`config.mk`:
```
export PLATFORM = sky130hd
export DESIGN_NAME = simd_unit_state_control
export DESIGN_NICKNAME = d
export VERILOG_FILES = /design/src/hdl/simd_pkg.sv /design/src/hdl/simd_unit_state_control.sv
export VERILOG_INCLUDE_DIRS = /design/src /design/src/hdl
export SDC_FILE = /design/constraint.sdc
export NUM_CORES = 1
export LEC_CHECK = 0
export ABC_AREA = 1
export BUFFER_PORTS_ARGS = -buffer_cell sky130_fd_sc_hd__clkbuf_2
export CELL_PAD_IN_SITES_DETAIL_PLACEMENT = 1
export CELL_PAD_IN_SITES_GLOBAL_PLACEMENT = 2
export CORE_MARGIN = 2
export CORE_UTILIZATION = 35
export DETAILED_ROUTE_END_ITERATION = 10
export PLACE_DENSITY_LB_ADDON = 0.1
export SYNTH_ARGS = -nofsm -noshare
export SYNTH_HDL_FRONTEND = slang
export SYNTH_SLANG_ARGS = --single-unit
```
`constraint.sdc`:
```
create_clock -name core_clk -period 2.4 [get_ports core_clk]
set_input_delay 0.12 -clock core_clk [delete_from_list [all_inputs] [get_ports core_clk]]
set_output_delay 0.12 -clock core_clk [all_outputs]
set_load 0.005 [all_outputs]
```
`src/hdl/simd_consts.svh`:
```
// Operation
// - usage mask bit n marks vector register n used; hardware never alters.
// - usage mask is reached only by move-from and move-to special register.
// - condition flags: 32 bits, eight 4-bit fields numbered zero to seven.
// - vector compare writes field six only when its record flag is set.
// - plain compare sets bit 24 when relation holds for all; 25, 27 zero.
// - ordinary compare sets bit 26 when relation is false for all pairs.
// - bounds compare: bit 24 zero, bit 26 set when all elements in bounds.
// - user access to supervisor registers raises a privilege exception.
// - machine state word is 64 bits with the unit-available bit at 38.
// - bit 38 zero traps register file and status accesses; one allows.
// - usage mask accesses are never trapped by the available bit.
// - stream touch and stop ignore the available bit and never trap.
// - stream touch is supported only with data translation bit 59 set.
// - stream prefetch needs translation on and bit 49 as when started.
// - any exception taken suspends prefetching for every data stream.
// - bit 49 zero runs all instructions; one runs user-level ones only.
// - unavailable trap only when no higher-priority exception is pending.
// - unavailable trap saves the faulting effective address.
// - saved state: clear 33-36, 42-47; copy 0, 48-55, 57-59, 62-63.
// - return from interrupt restores state from both save registers.
`ifndef SIMD_CONSTS_SVH
`define SIMD_CONSTS_SVH
// big-endian bit positions, bit 0 is the most significant
`define MSW_AVAIL_BIT 38
`define MSW_USER_BIT 49
`define MSW_XLATE_BIT 59
`define CMP_FIELD_LO 24
`define CMP_FIELD_HI 27
`define CMP_ALL_TRUE_BIT 24
`define CMP_ALL_FALSE_BIT 26
// saved state: ones mark bits copied from the machine state word
`define SAVE_COPY_MASK 64'h8000_0000_0000_FF73
// saved state: ones mark bits forced to zero (33-36, 42-47)
`define SAVE_CLEAR_MASK 64'h0000_0000_783F_0000
`define USAGE_MASK_RESET 32'h0000_0000
`define COND_FLAGS_RESET 32'h0000_0000
`define MSW_RESET 64'h0000_0000_0000_0000
`define SAVED_RESET 64'h0000_0000_0000_0000
`define STREAM_COUNT 4
`endif

```
`src/hdl/simd_pkg.sv`:
```
package simd_pkg;
    typedef enum logic [8:0] {
        OP_NONE = 9'h001,
        OP_VEC_ACCESS = 9'h002,
        OP_VCMP = 9'h004,
        OP_VCMP_BOUNDS = 9'h008,
        OP_MOVE_FROM = 9'h010,
        OP_MOVE_TO = 9'h020,
        OP_STREAM_TOUCH = 9'h040,
        OP_STREAM_STOP = 9'h080,
        OP_RETURN = 9'h100
    } op_kind_t;
    typedef enum logic [4:0] {
        SEL_USAGE_MASK = 5'h01,
        SEL_COND_FLAGS = 5'h02,
        SEL_MACHINE_STATE = 5'h04,
        SEL_SAVED_ADDR = 5'h08,
        SEL_SAVED_STATE = 5'h10
    } reg_sel_t;
    typedef struct packed {
        logic valid;
        op_kind_t op;
        reg_sel_t sel;
        logic [0:63] wdata;
        logic [0:63] ea;
        logic record_flag;
        logic all_true;
        logic all_false;
        logic all_in_bounds;
        logic higher_pri_pending;
        logic [1:0] stream_id;
        logic stop_all;
    } req_t;
    typedef struct packed {
        logic done;
        logic [0:63] rdata;
        logic proceed;
        logic unavail_exc;
        logic priv_exc;
        logic redirect;
        logic [0:63] redirect_addr;
    } rsp_t;
endpackage

```
`src/hdl/simd_unit_state_control.sv`:
```
`timescale 1ns/1ns
`default_nettype none
`include "simd_consts.svh"
module simd_unit_state_control (
    input wire logic core_clk,
    input wire logic rst_b,
    input wire simd_pkg::req_t req,
    output simd_pkg::rsp_t rsp,
    output logic [0:63] machine_state_word_out,
    output logic [0:31] condition_flags_out,
    output logic [`STREAM_COUNT-1:0] prefetch_en
);
    typedef struct packed {
        logic [0:31] simd_reg_usage_mask;
        logic [0:31] condition_flags;
        logic [0:63] machine_state_word;
        logic [0:63] saved_return_address;
        logic [0:63] saved_machine_state;
        logic [`STREAM_COUNT-1:0] stream_active;
        logic [`STREAM_COUNT-1:0] stream_user;
        logic [`STREAM_COUNT-1:0] stream_held;
        logic [`STREAM_COUNT-1:0] prefetch_en;
        simd_pkg::rsp_t rsp;
    } state_t;

    state_t cur;
    state_t next_cur;

    logic avail;
    logic user_mode;
    logic xlate_on;
    logic take_unavail;
    logic take_priv;
    logic supervisor_sel;

    assign avail = cur.machine_state_word[`MSW_AVAIL_BIT];
    assign user_mode = cur.machine_state_word[`MSW_USER_BIT];
    assign xlate_on = cur.machine_state_word[`MSW_XLATE_BIT];
    assign supervisor_sel = (req.sel == simd_pkg::SEL_MACHINE_STATE) ||
                            (req.sel == simd_pkg::SEL_SAVED_ADDR) ||
                            (req.sel == simd_pkg::SEL_SAVED_STATE);

    always_comb begin
        take_priv = 1'b0;
        take_unavail = 1'b0;
        if (req.valid) begin
            // user mode may not touch supervisor registers or return
            if (user_mode && (req.op == simd_pkg::OP_MOVE_FROM ||
                req.op == simd_pkg::OP_MOVE_TO) && supervisor_sel) begin
                take_priv = 1'b1;
            end else if (user_mode && req.op == simd_pkg::OP_RETURN) begin
                take_priv = 1'b1;
            end
            // only register-file and status accesses are gated
            if (!take_priv && !req.higher_pri_pending && !avail &&
                (req.op == simd_pkg::OP_VEC_ACCESS ||
                 req.op == simd_pkg::OP_VCMP ||
                 req.op == simd_pkg::OP_VCMP_BOUNDS)) begin
                take_unavail = 1'b1;
            end
        end
    end

    always_comb begin
        next_cur = cur;
        next_cur.rsp.done = 1'b0;
        next_cur.rsp.proceed = 1'b0;
        next_cur.rsp.unavail_exc = 1'b0;
        next_cur.rsp.priv_exc = 1'b0;
        next_cur.rsp.redirect = 1'b0;
        if (req.valid) begin
            next_cur.rsp.done = 1'b1;
        end
        if (take_unavail || take_priv) begin
            next_cur.rsp.unavail_exc = take_unavail;
            next_cur.rsp.priv_exc = take_priv;
            next_cur.saved_return_address = req.ea;
            next_cur.saved_machine_state =
                (cur.saved_machine_state & ~`SAVE_COPY_MASK &
                 ~`SAVE_CLEAR_MASK) |
                (cur.machine_state_word & `SAVE_COPY_MASK);
            next_cur.stream_held = '1;
        end else if (req.valid) begin
            case (req.op)
                simd_pkg::OP_VEC_ACCESS: begin
                    next_cur.rsp.proceed = 1'b1;
                end
                simd_pkg::OP_VCMP: begin
                    next_cur.rsp.proceed = 1'b1;
                    if (req.record_flag) begin
                        // field six only, other fields keep their value
                        next_cur.condition_flags[`CMP_FIELD_LO:`CMP_FIELD_HI]
                            = 4'h0;
                        next_cur.condition_flags[`CMP_ALL_TRUE_BIT] =
                            req.all_true;
                        next_cur.condition_flags[`CMP_ALL_FALSE_BIT] =
                            req.all_false;
                    end
                    // no record flag: flags untouched
                end
                simd_pkg::OP_VCMP_BOUNDS: begin
                    next_cur.rsp.proceed = 1'b1;
                    if (req.record_flag) begin
                        next_cur.condition_flags[`CMP_FIELD_LO:`CMP_FIELD_HI]
                            = 4'h0;
                        next_cur.condition_flags[`CMP_ALL_FALSE_BIT] =
                            req.all_in_bounds;
                    end
                end
                simd_pkg::OP_MOVE_FROM: begin
                    next_cur.rsp.proceed = 1'b1;
                    next_cur.rsp.rdata = 64'h0000_0000_0000_0000;
                    if (req.sel == simd_pkg::SEL_USAGE_MASK) begin
                        next_cur.rsp.rdata[32:63] =
                            cur.simd_reg_usage_mask;
                    end else if (req.sel == simd_pkg::SEL_COND_FLAGS) begin
                        next_cur.rsp.rdata[32:63] = cur.condition_flags;
                    end else if (req.sel == simd_pkg::SEL_MACHINE_STATE) begin
                        next_cur.rsp.rdata = cur.machine_state_word;
                    end else if (req.sel == simd_pkg::SEL_SAVED_ADDR) begin
                        next_cur.rsp.rdata = cur.saved_return_address;
                    end else if (req.sel == simd_pkg::SEL_SAVED_STATE) begin
                        next_cur.rsp.rdata = cur.saved_machine_state;
                    end
                end
                simd_pkg::OP_MOVE_TO: begin
                    next_cur.rsp.proceed = 1'b1;
                    if (req.sel == simd_pkg::SEL_USAGE_MASK) begin
                        next_cur.simd_reg_usage_mask =
                            req.wdata[32:63];
                    end else if (req.sel == simd_pkg::SEL_COND_FLAGS) begin
                        next_cur.condition_flags = req.wdata[32:63];
                    end else if (req.sel == simd_pkg::SEL_MACHINE_STATE) begin
                        next_cur.machine_state_word = req.wdata;
                    end else if (req.sel == simd_pkg::SEL_SAVED_ADDR) begin
                        next_cur.saved_return_address = req.wdata;
                    end else if (req.sel == simd_pkg::SEL_SAVED_STATE) begin
                        next_cur.saved_machine_state = req.wdata;
                    end
                end
                simd_pkg::OP_STREAM_TOUCH: begin
                    next_cur.rsp.proceed = 1'b1;
                    // real-mode touch is dropped: safest of the undefined
                    if (xlate_on) begin
                        next_cur.stream_active[req.stream_id] = 1'b1;
                        next_cur.stream_user[req.stream_id] = user_mode;
                        next_cur.stream_held[req.stream_id] = 1'b0;
                    end
                end
                simd_pkg::OP_STREAM_STOP: begin
                    next_cur.rsp.proceed = 1'b1;
                    if (req.stop_all) begin
                        next_cur.stream_active = '0;
                    end else begin
                        next_cur.stream_active[req.stream_id] = 1'b0;
                    end
                end
                simd_pkg::OP_RETURN: begin
                    next_cur.rsp.proceed = 1'b1;
                    next_cur.machine_state_word =
                        cur.saved_machine_state;
                    next_cur.rsp.redirect = 1'b1;
                    next_cur.rsp.redirect_addr =
                        cur.saved_return_address;
                end
                default: begin
                    next_cur.rsp.done = 1'b0;
                end
            endcase
        end
        // evaluated on the state that the next cycle will see
        for (int i = 0; i < `STREAM_COUNT; i++) begin
            next_cur.prefetch_en[i] = next_cur.stream_active[i] &
                ~next_cur.stream_held[i] &
                next_cur.machine_state_word[`MSW_XLATE_BIT] &
                (next_cur.machine_state_word[`MSW_USER_BIT] ==
                 next_cur.stream_user[i]);
        end
    end

    always_ff @(posedge core_clk or negedge rst_b) begin
        if (!rst_b) begin
            cur.simd_reg_usage_mask <= `USAGE_MASK_RESET;
            cur.condition_flags <= `COND_FLAGS_RESET;
            cur.machine_state_word <= `MSW_RESET;
            cur.saved_return_address <= `SAVED_RESET;
            cur.saved_machine_state <= `SAVED_RESET;
            cur.stream_active <= '0;
            cur.stream_user <= '0;
            cur.stream_held <= '0;
            cur.prefetch_en <= '0;
            cur.rsp <= '0;
        end else begin
            cur <= next_cur;
        end
    end

    assign rsp = cur.rsp;
    assign machine_state_word_out = cur.machine_state_word;
    assign condition_flags_out = cur.condition_flags;
    assign prefetch_en = cur.prefetch_en;
endmodule
`default_nettype wire

```
# --- After elaboration in Yosys (flattened, before gate mapping) ---
# Index checks and enable logic that the tools add are counted.
word_totals:
  out_inout_bits: 233
  ff_bits: 405
  wordCells: 149
  in_bits: 153
classes:
  bitwise: 23
  mux: 48
  n_reduce_logical: 31
  n_eq_ne: 27
  magnitude_cmp: 2
op_table:
  columns: ["op", "n"]
  rows:
  - ["$mux 64", 8]
  - ["$mux 128", 3]
  - ["$mux 200", 1]
  - ["$mux 65", 3]
  - ["$mux 192", 1]
  - ["$mux 155", 1]
  - ["$mux 66", 2]
  - ["$mux 32", 4]
  - ["$pmux 64 s2", 1]
  - ["$or 63x64->64", 1]
  - ["$mux 8", 3]
  - ["$mux 4", 4]
  - ["$mux 15", 1]
  - ["$ne 2x2->1 const B", 7]
  - ["$reduce_and 7->1", 2]
  - ["$and 1x1->1", 12]
  - ["$mux 12", 1]
  - ["$pmux 4 s3", 1]
  - ["$reduce_and 6->1", 2]
  - ["$mux 1", 10]
  - ["$reduce_bool 2->1", 5]
  - ["$eq 9x2->1 const B", 1]
  - ["$eq 9x3->1 const B", 1]
  - ["$eq 9x4->1 const B", 1]
  - ["other kinds (30)", 55]

# --- Logic depth before layout (Yosys ltp) ---
depth:
  word_depth: 18
  depth_mapped: 16
  depth_no_buf: 13

# --- Least setup slack after synthesis ---
# No wires, ideal clock.
synth_path:
  path_type: "in2reg"
  from: "input port req[149] in the netlist's numbering"
  to: "register cur (netlist bit machine_state_word_out[50])"
  stages: 14
  arrival_time_ns: 1.619
  t_required_ns: 2.281
  path_slack_ns: 0.662
  cell_sequence: "buf_4 inv_4 nand2_2 nor2_4 nand2_1 nand2_1 nand2_1 nand2_2 nand3_4 nand3_4 nor2_1 buf_6 buf_2 o21a_1"
synth_via:
  elab_chain_len: 15
  word_cells_on_any_way: 30
  classes_between: "eq/ne: 9; mux: 7; bitwise: 1; reduce/logical: 13"
synth_rtl:
  columns: ["element", "line_no", "source"]
  rows:
  - ["start: declaration", "simd_unit_state_control.sv:7", "input wire simd_pkg::req_t req,"]
  - ["$eq 9x5->1 or $eq 9x6->1 (tied branches)", "simd_unit_state_control.sv:48, simd_unit_state_control.sv:49, simd_unit_state_control.sv:84", null]
  - ["$logic_or 1x1->1", "simd_unit_state_control.sv:48", "if (user_mode && (req.op == simd_pkg::OP_MOVE_FROM ||"]
  - ["$logic_and 1x1->1", "simd_unit_state_control.sv:48", null]
  - ["$logic_and 1x1->1", "simd_unit_state_control.sv:49", "req.op == simd_pkg::OP_MOVE_TO) && supervisor_sel) begin"]
  - ["$mux 1", "simd_unit_state_control.sv:48", null]
  - ["$mux 1", "simd_unit_state_control.sv:46", "if (req.valid) begin"]
  - ["$logic_not 1->1", "simd_unit_state_control.sv:55", "if (!take_priv && !req.higher_pri_pending && !avail &&"]
  - ["$logic_and 1x1->1 (3 in series)", "simd_unit_state_control.sv:55", null]
  - ["$mux 1", "simd_unit_state_control.sv:55", null]
  - ["$mux 1", "simd_unit_state_control.sv:46", null]
  - ["$logic_or 1x1->1", "simd_unit_state_control.sv:74", "if (take_unavail || take_priv) begin"]
  - ["$not 1->1 (no line)", null, null]
  - ["$reduce_and 6->1 (no line)", null, null]
  - ["end signal: assignment", "simd_unit_state_control.sv:194", "cur <= next_cur;"]
  - ["end: declaration", "simd_unit_state_control.sv:26", "state_t cur;"]
# Parallel ways exist; a longest one is shown, timed or not. The select of a mux whose other input is x is not followed.
# A chain may end at the register's enable or synchronous reset.

# --- Final worst setup path ---
layout_path:
  from: "register cur (netlist bit machine_state_word_out[38])"
  to: "register cur[398] in the netlist's numbering"
layout_via:
  elab_chain_len: 8
layout_rtl:
  columns: ["element", "line_no"]
  rows:
  - ["$logic_not 1->1", "simd_unit_state_control.sv:55"]
  - ["$logic_and 1x1->1 (2 in series)", "simd_unit_state_control.sv:55"]
  - ["$mux 1", "simd_unit_state_control.sv:55"]
  - ["$mux 1", "simd_unit_state_control.sv:46"]
  - ["$logic_or 1x1->1", "simd_unit_state_control.sv:74"]
  - ["$not 1->1 (no line)", null]
  - ["$reduce_and 4->1 (no line)", null]
# Every way passes these cells.

==> metrics <==
crit share post-route between 80% and 90%; Tightest Pin Transition around 0.67 ns; overall via count from detail_route 20.0k; drt first pass iters 5; cell at the root of the clock tree clkbuf_16; Power Density approximately 600 mW/mm^2; post-synthesis register bit count approximately 400; number of clock sinks 405; clock buffers created by TritonCTS 49; classification of the worst setup path reg -> reg; via density per instance between 5 and 6; maximum fanout along the worst path 42; Total Routed Length a little under 90 mm; number of remaining DRC errors 0; Fin Setup TNS 0 ns; path type of the worst min-delay path in -> reg; shortest period the worst path allows 2.15 ns; global-route usage over all layers 27.7%; vias in the first global route 21.2k; cell depth of the worst min-delay path 5; RD Place Congestion 0.841; Netlist cell types 36; cell area reported after detailed placement 0.0230 sq mm; largest buffer count on any clock path 3; io pins 386; Mapped Nets 2895; Max Transition Viols Final 0; clock tree from TritonCTS yes; cell depth of the worst flop-to-flop path 7; Mapped Area 0.0216 sq mm; estimated wirelength of the detail-placed design 59.1 mm; die extent in y 252 microns; initial core utilization 35.2%; final count of hold timing violations 0; commonest non-fill, non-tap cells in the layout nand2_1, dfrtp_1, clkbuf_2, nor2_1, inv_1; worst-case clock skew 0.0194 ns; die width ~250 microns; clock slew at reported path FFs about 0.06 ns; worst endpoint data arrival time 2.59 ns; number of levels the H-tree was split into 2; Mapped Cells 2742; met1 layer wirelength in the final routing 40.7 mm; num rows roughly 90; hold path endpoint cur[219]; required time of the worst setup path about 2.8 ns; synth top area cells dfrtp_1, nand2_1, buf_4; largest area contributor in the synthesized netlist dfrtp_1; leakage power summed over all cells 13.2 nW; number of max-cap violations 0; Crit Reg-Reg Startpoint machine_state_word_out[38]; P&R area growth vs syn 19.8%; number of design-rule violations left by the first detailed-router iteration 1430; largest net degree at the start of global routing 69; post-detailed-route wirelength per cell between 20 and 25 microns; EDFF count, synth 0; Primary FF master, synth dfrtp_1; clock latency on the worst-skew pair roughly 0.59 ns; Total Nets Final 3139; die area roughly 0.064 sq mm; unrepaired setup endpoints after global routing false; post-CTS setup buffers 0; crit path launch machine_state_word_out[38]; input/output buffers 385; sequential fraction of the synthesis area 46.9%; headroom to the max-slew limit 55.7%; startpoint kind of the worst setup timing path register; wire length of the first global-routing pass 134 mm; maximum VDD drop 459 uV; most common cell after layout, fill and taps aside nand2_1; top layer used by detailed routing met5; area of all placed cells without fillers between 0.02 and 0.03 sq mm; startpoint of the most critical hold path req[14]; proportion of layout cells with a drive suffix above 1 19.5%; synthesis warning total 0; met3 wirelength from detailed routing 4.74 mm; kind of end point of the critical path register; post-synth top area share a little under half; remaining global-route overflow 0; Final setup viols 0; maximum clock frequency 464 MHz; run status completed; ys async rst share 100%; destination of the worst register-to-register timing path cur[398]; number of nets still failing antenna checks after routing 0; core area approximately 0.06 sq mm; worst hold margin 0.0293 ns; Avg Synthesized Cell Area 7.88 sq um; antenna violations before repair 2; register-to-register setup slack 0.25 ns; metal2 WL between 40 and 50 mm
registers in the layout, indices dropped and copies added (netlist names):
name / flops
cur: 172
rsp: 133
machine_state_word_out: 64
condition_flags_out: 32
prefetch_en: 4
critical path, stage by stage, from the launching register on:
cell and delay (ns):
dfrtp_1 0.49, nor3_1 0.41, nand2_4 0.13, nand3_2 0.18, inv_2 0.12, nand3_2 0.09, buf_4 0.39, o21ai_0 0.17
worst max path at each step:
stage / end
2_1_floorplan: machine_state_word_out[50]
3_3_place_gp: machine_state_word_out[47]
3_5_place_dp: rsp[24]
4_1_cts: rsp[38]
5_1_grt: cur[404]
6_report: cur[398]
report_power, final:
part | switching (W) | internal (W)
Sequential | 0.0000844 | 0.00692
Clock | 0.00306 | 0.00423
Combinational | 0.000725 | 0.000481
Total | 0.00387 | 0.0116
layer usage:
layer  GRT usage, %  vias to the layer above
li1               -                     9210
met3           4.21                      115
met5              0                        -
met4           6.73                        2
met2           45.1                      557
met1           38.6                    10100
synth_stat cells (all sizes together), types with 32 or more instances:
cell type / count
inv: 197
clkbuf: 82
nand3: 66
o22ai: 55
buf: 328
dfrtp: 405
o21ai: 260
a21oi: 139
nor2: 283
o32ai: 32
nand2: 730
nand4: 72
metrics by stage:
stage               std cells  power (W)  worst slack [ns]  util, %
CTS                      3809     0.0157             0.177     42.1
global route             3809     0.0161            0.0885     42.1
global placement         3595    0.00815             0.133     37.5
detailed placement       3595    0.00817            0.0789     37.5
finish                   3810     0.0155             0.246     42.1
floorplan                2742    0.00760             0.662        -
cell type report:
type                    instances  area [sq um]
fillers                      7352         35500
flip-flops and latches        405         10100
multi-input cells            1730          8240
repair buffers                603          4220
clock buffers                  74          1440
well taps                     790           988
inverters                     197           746
clock inverters                10          92.6
diodes                          1          2.50
cells by family after synthesis:
family / synth area share [%]
simple gates: 22.4
compound gates: 15.3
flops: 46.9
buf+inv: 15.4
timing repair:
action,in CTS,in global routing
hold endpoints to repair,329,0
resized for setup,0,1
hold buffers,130,0
endpoints found under the setup margin,0,4
No activity file was read; power rests on OpenSTA's default activity.
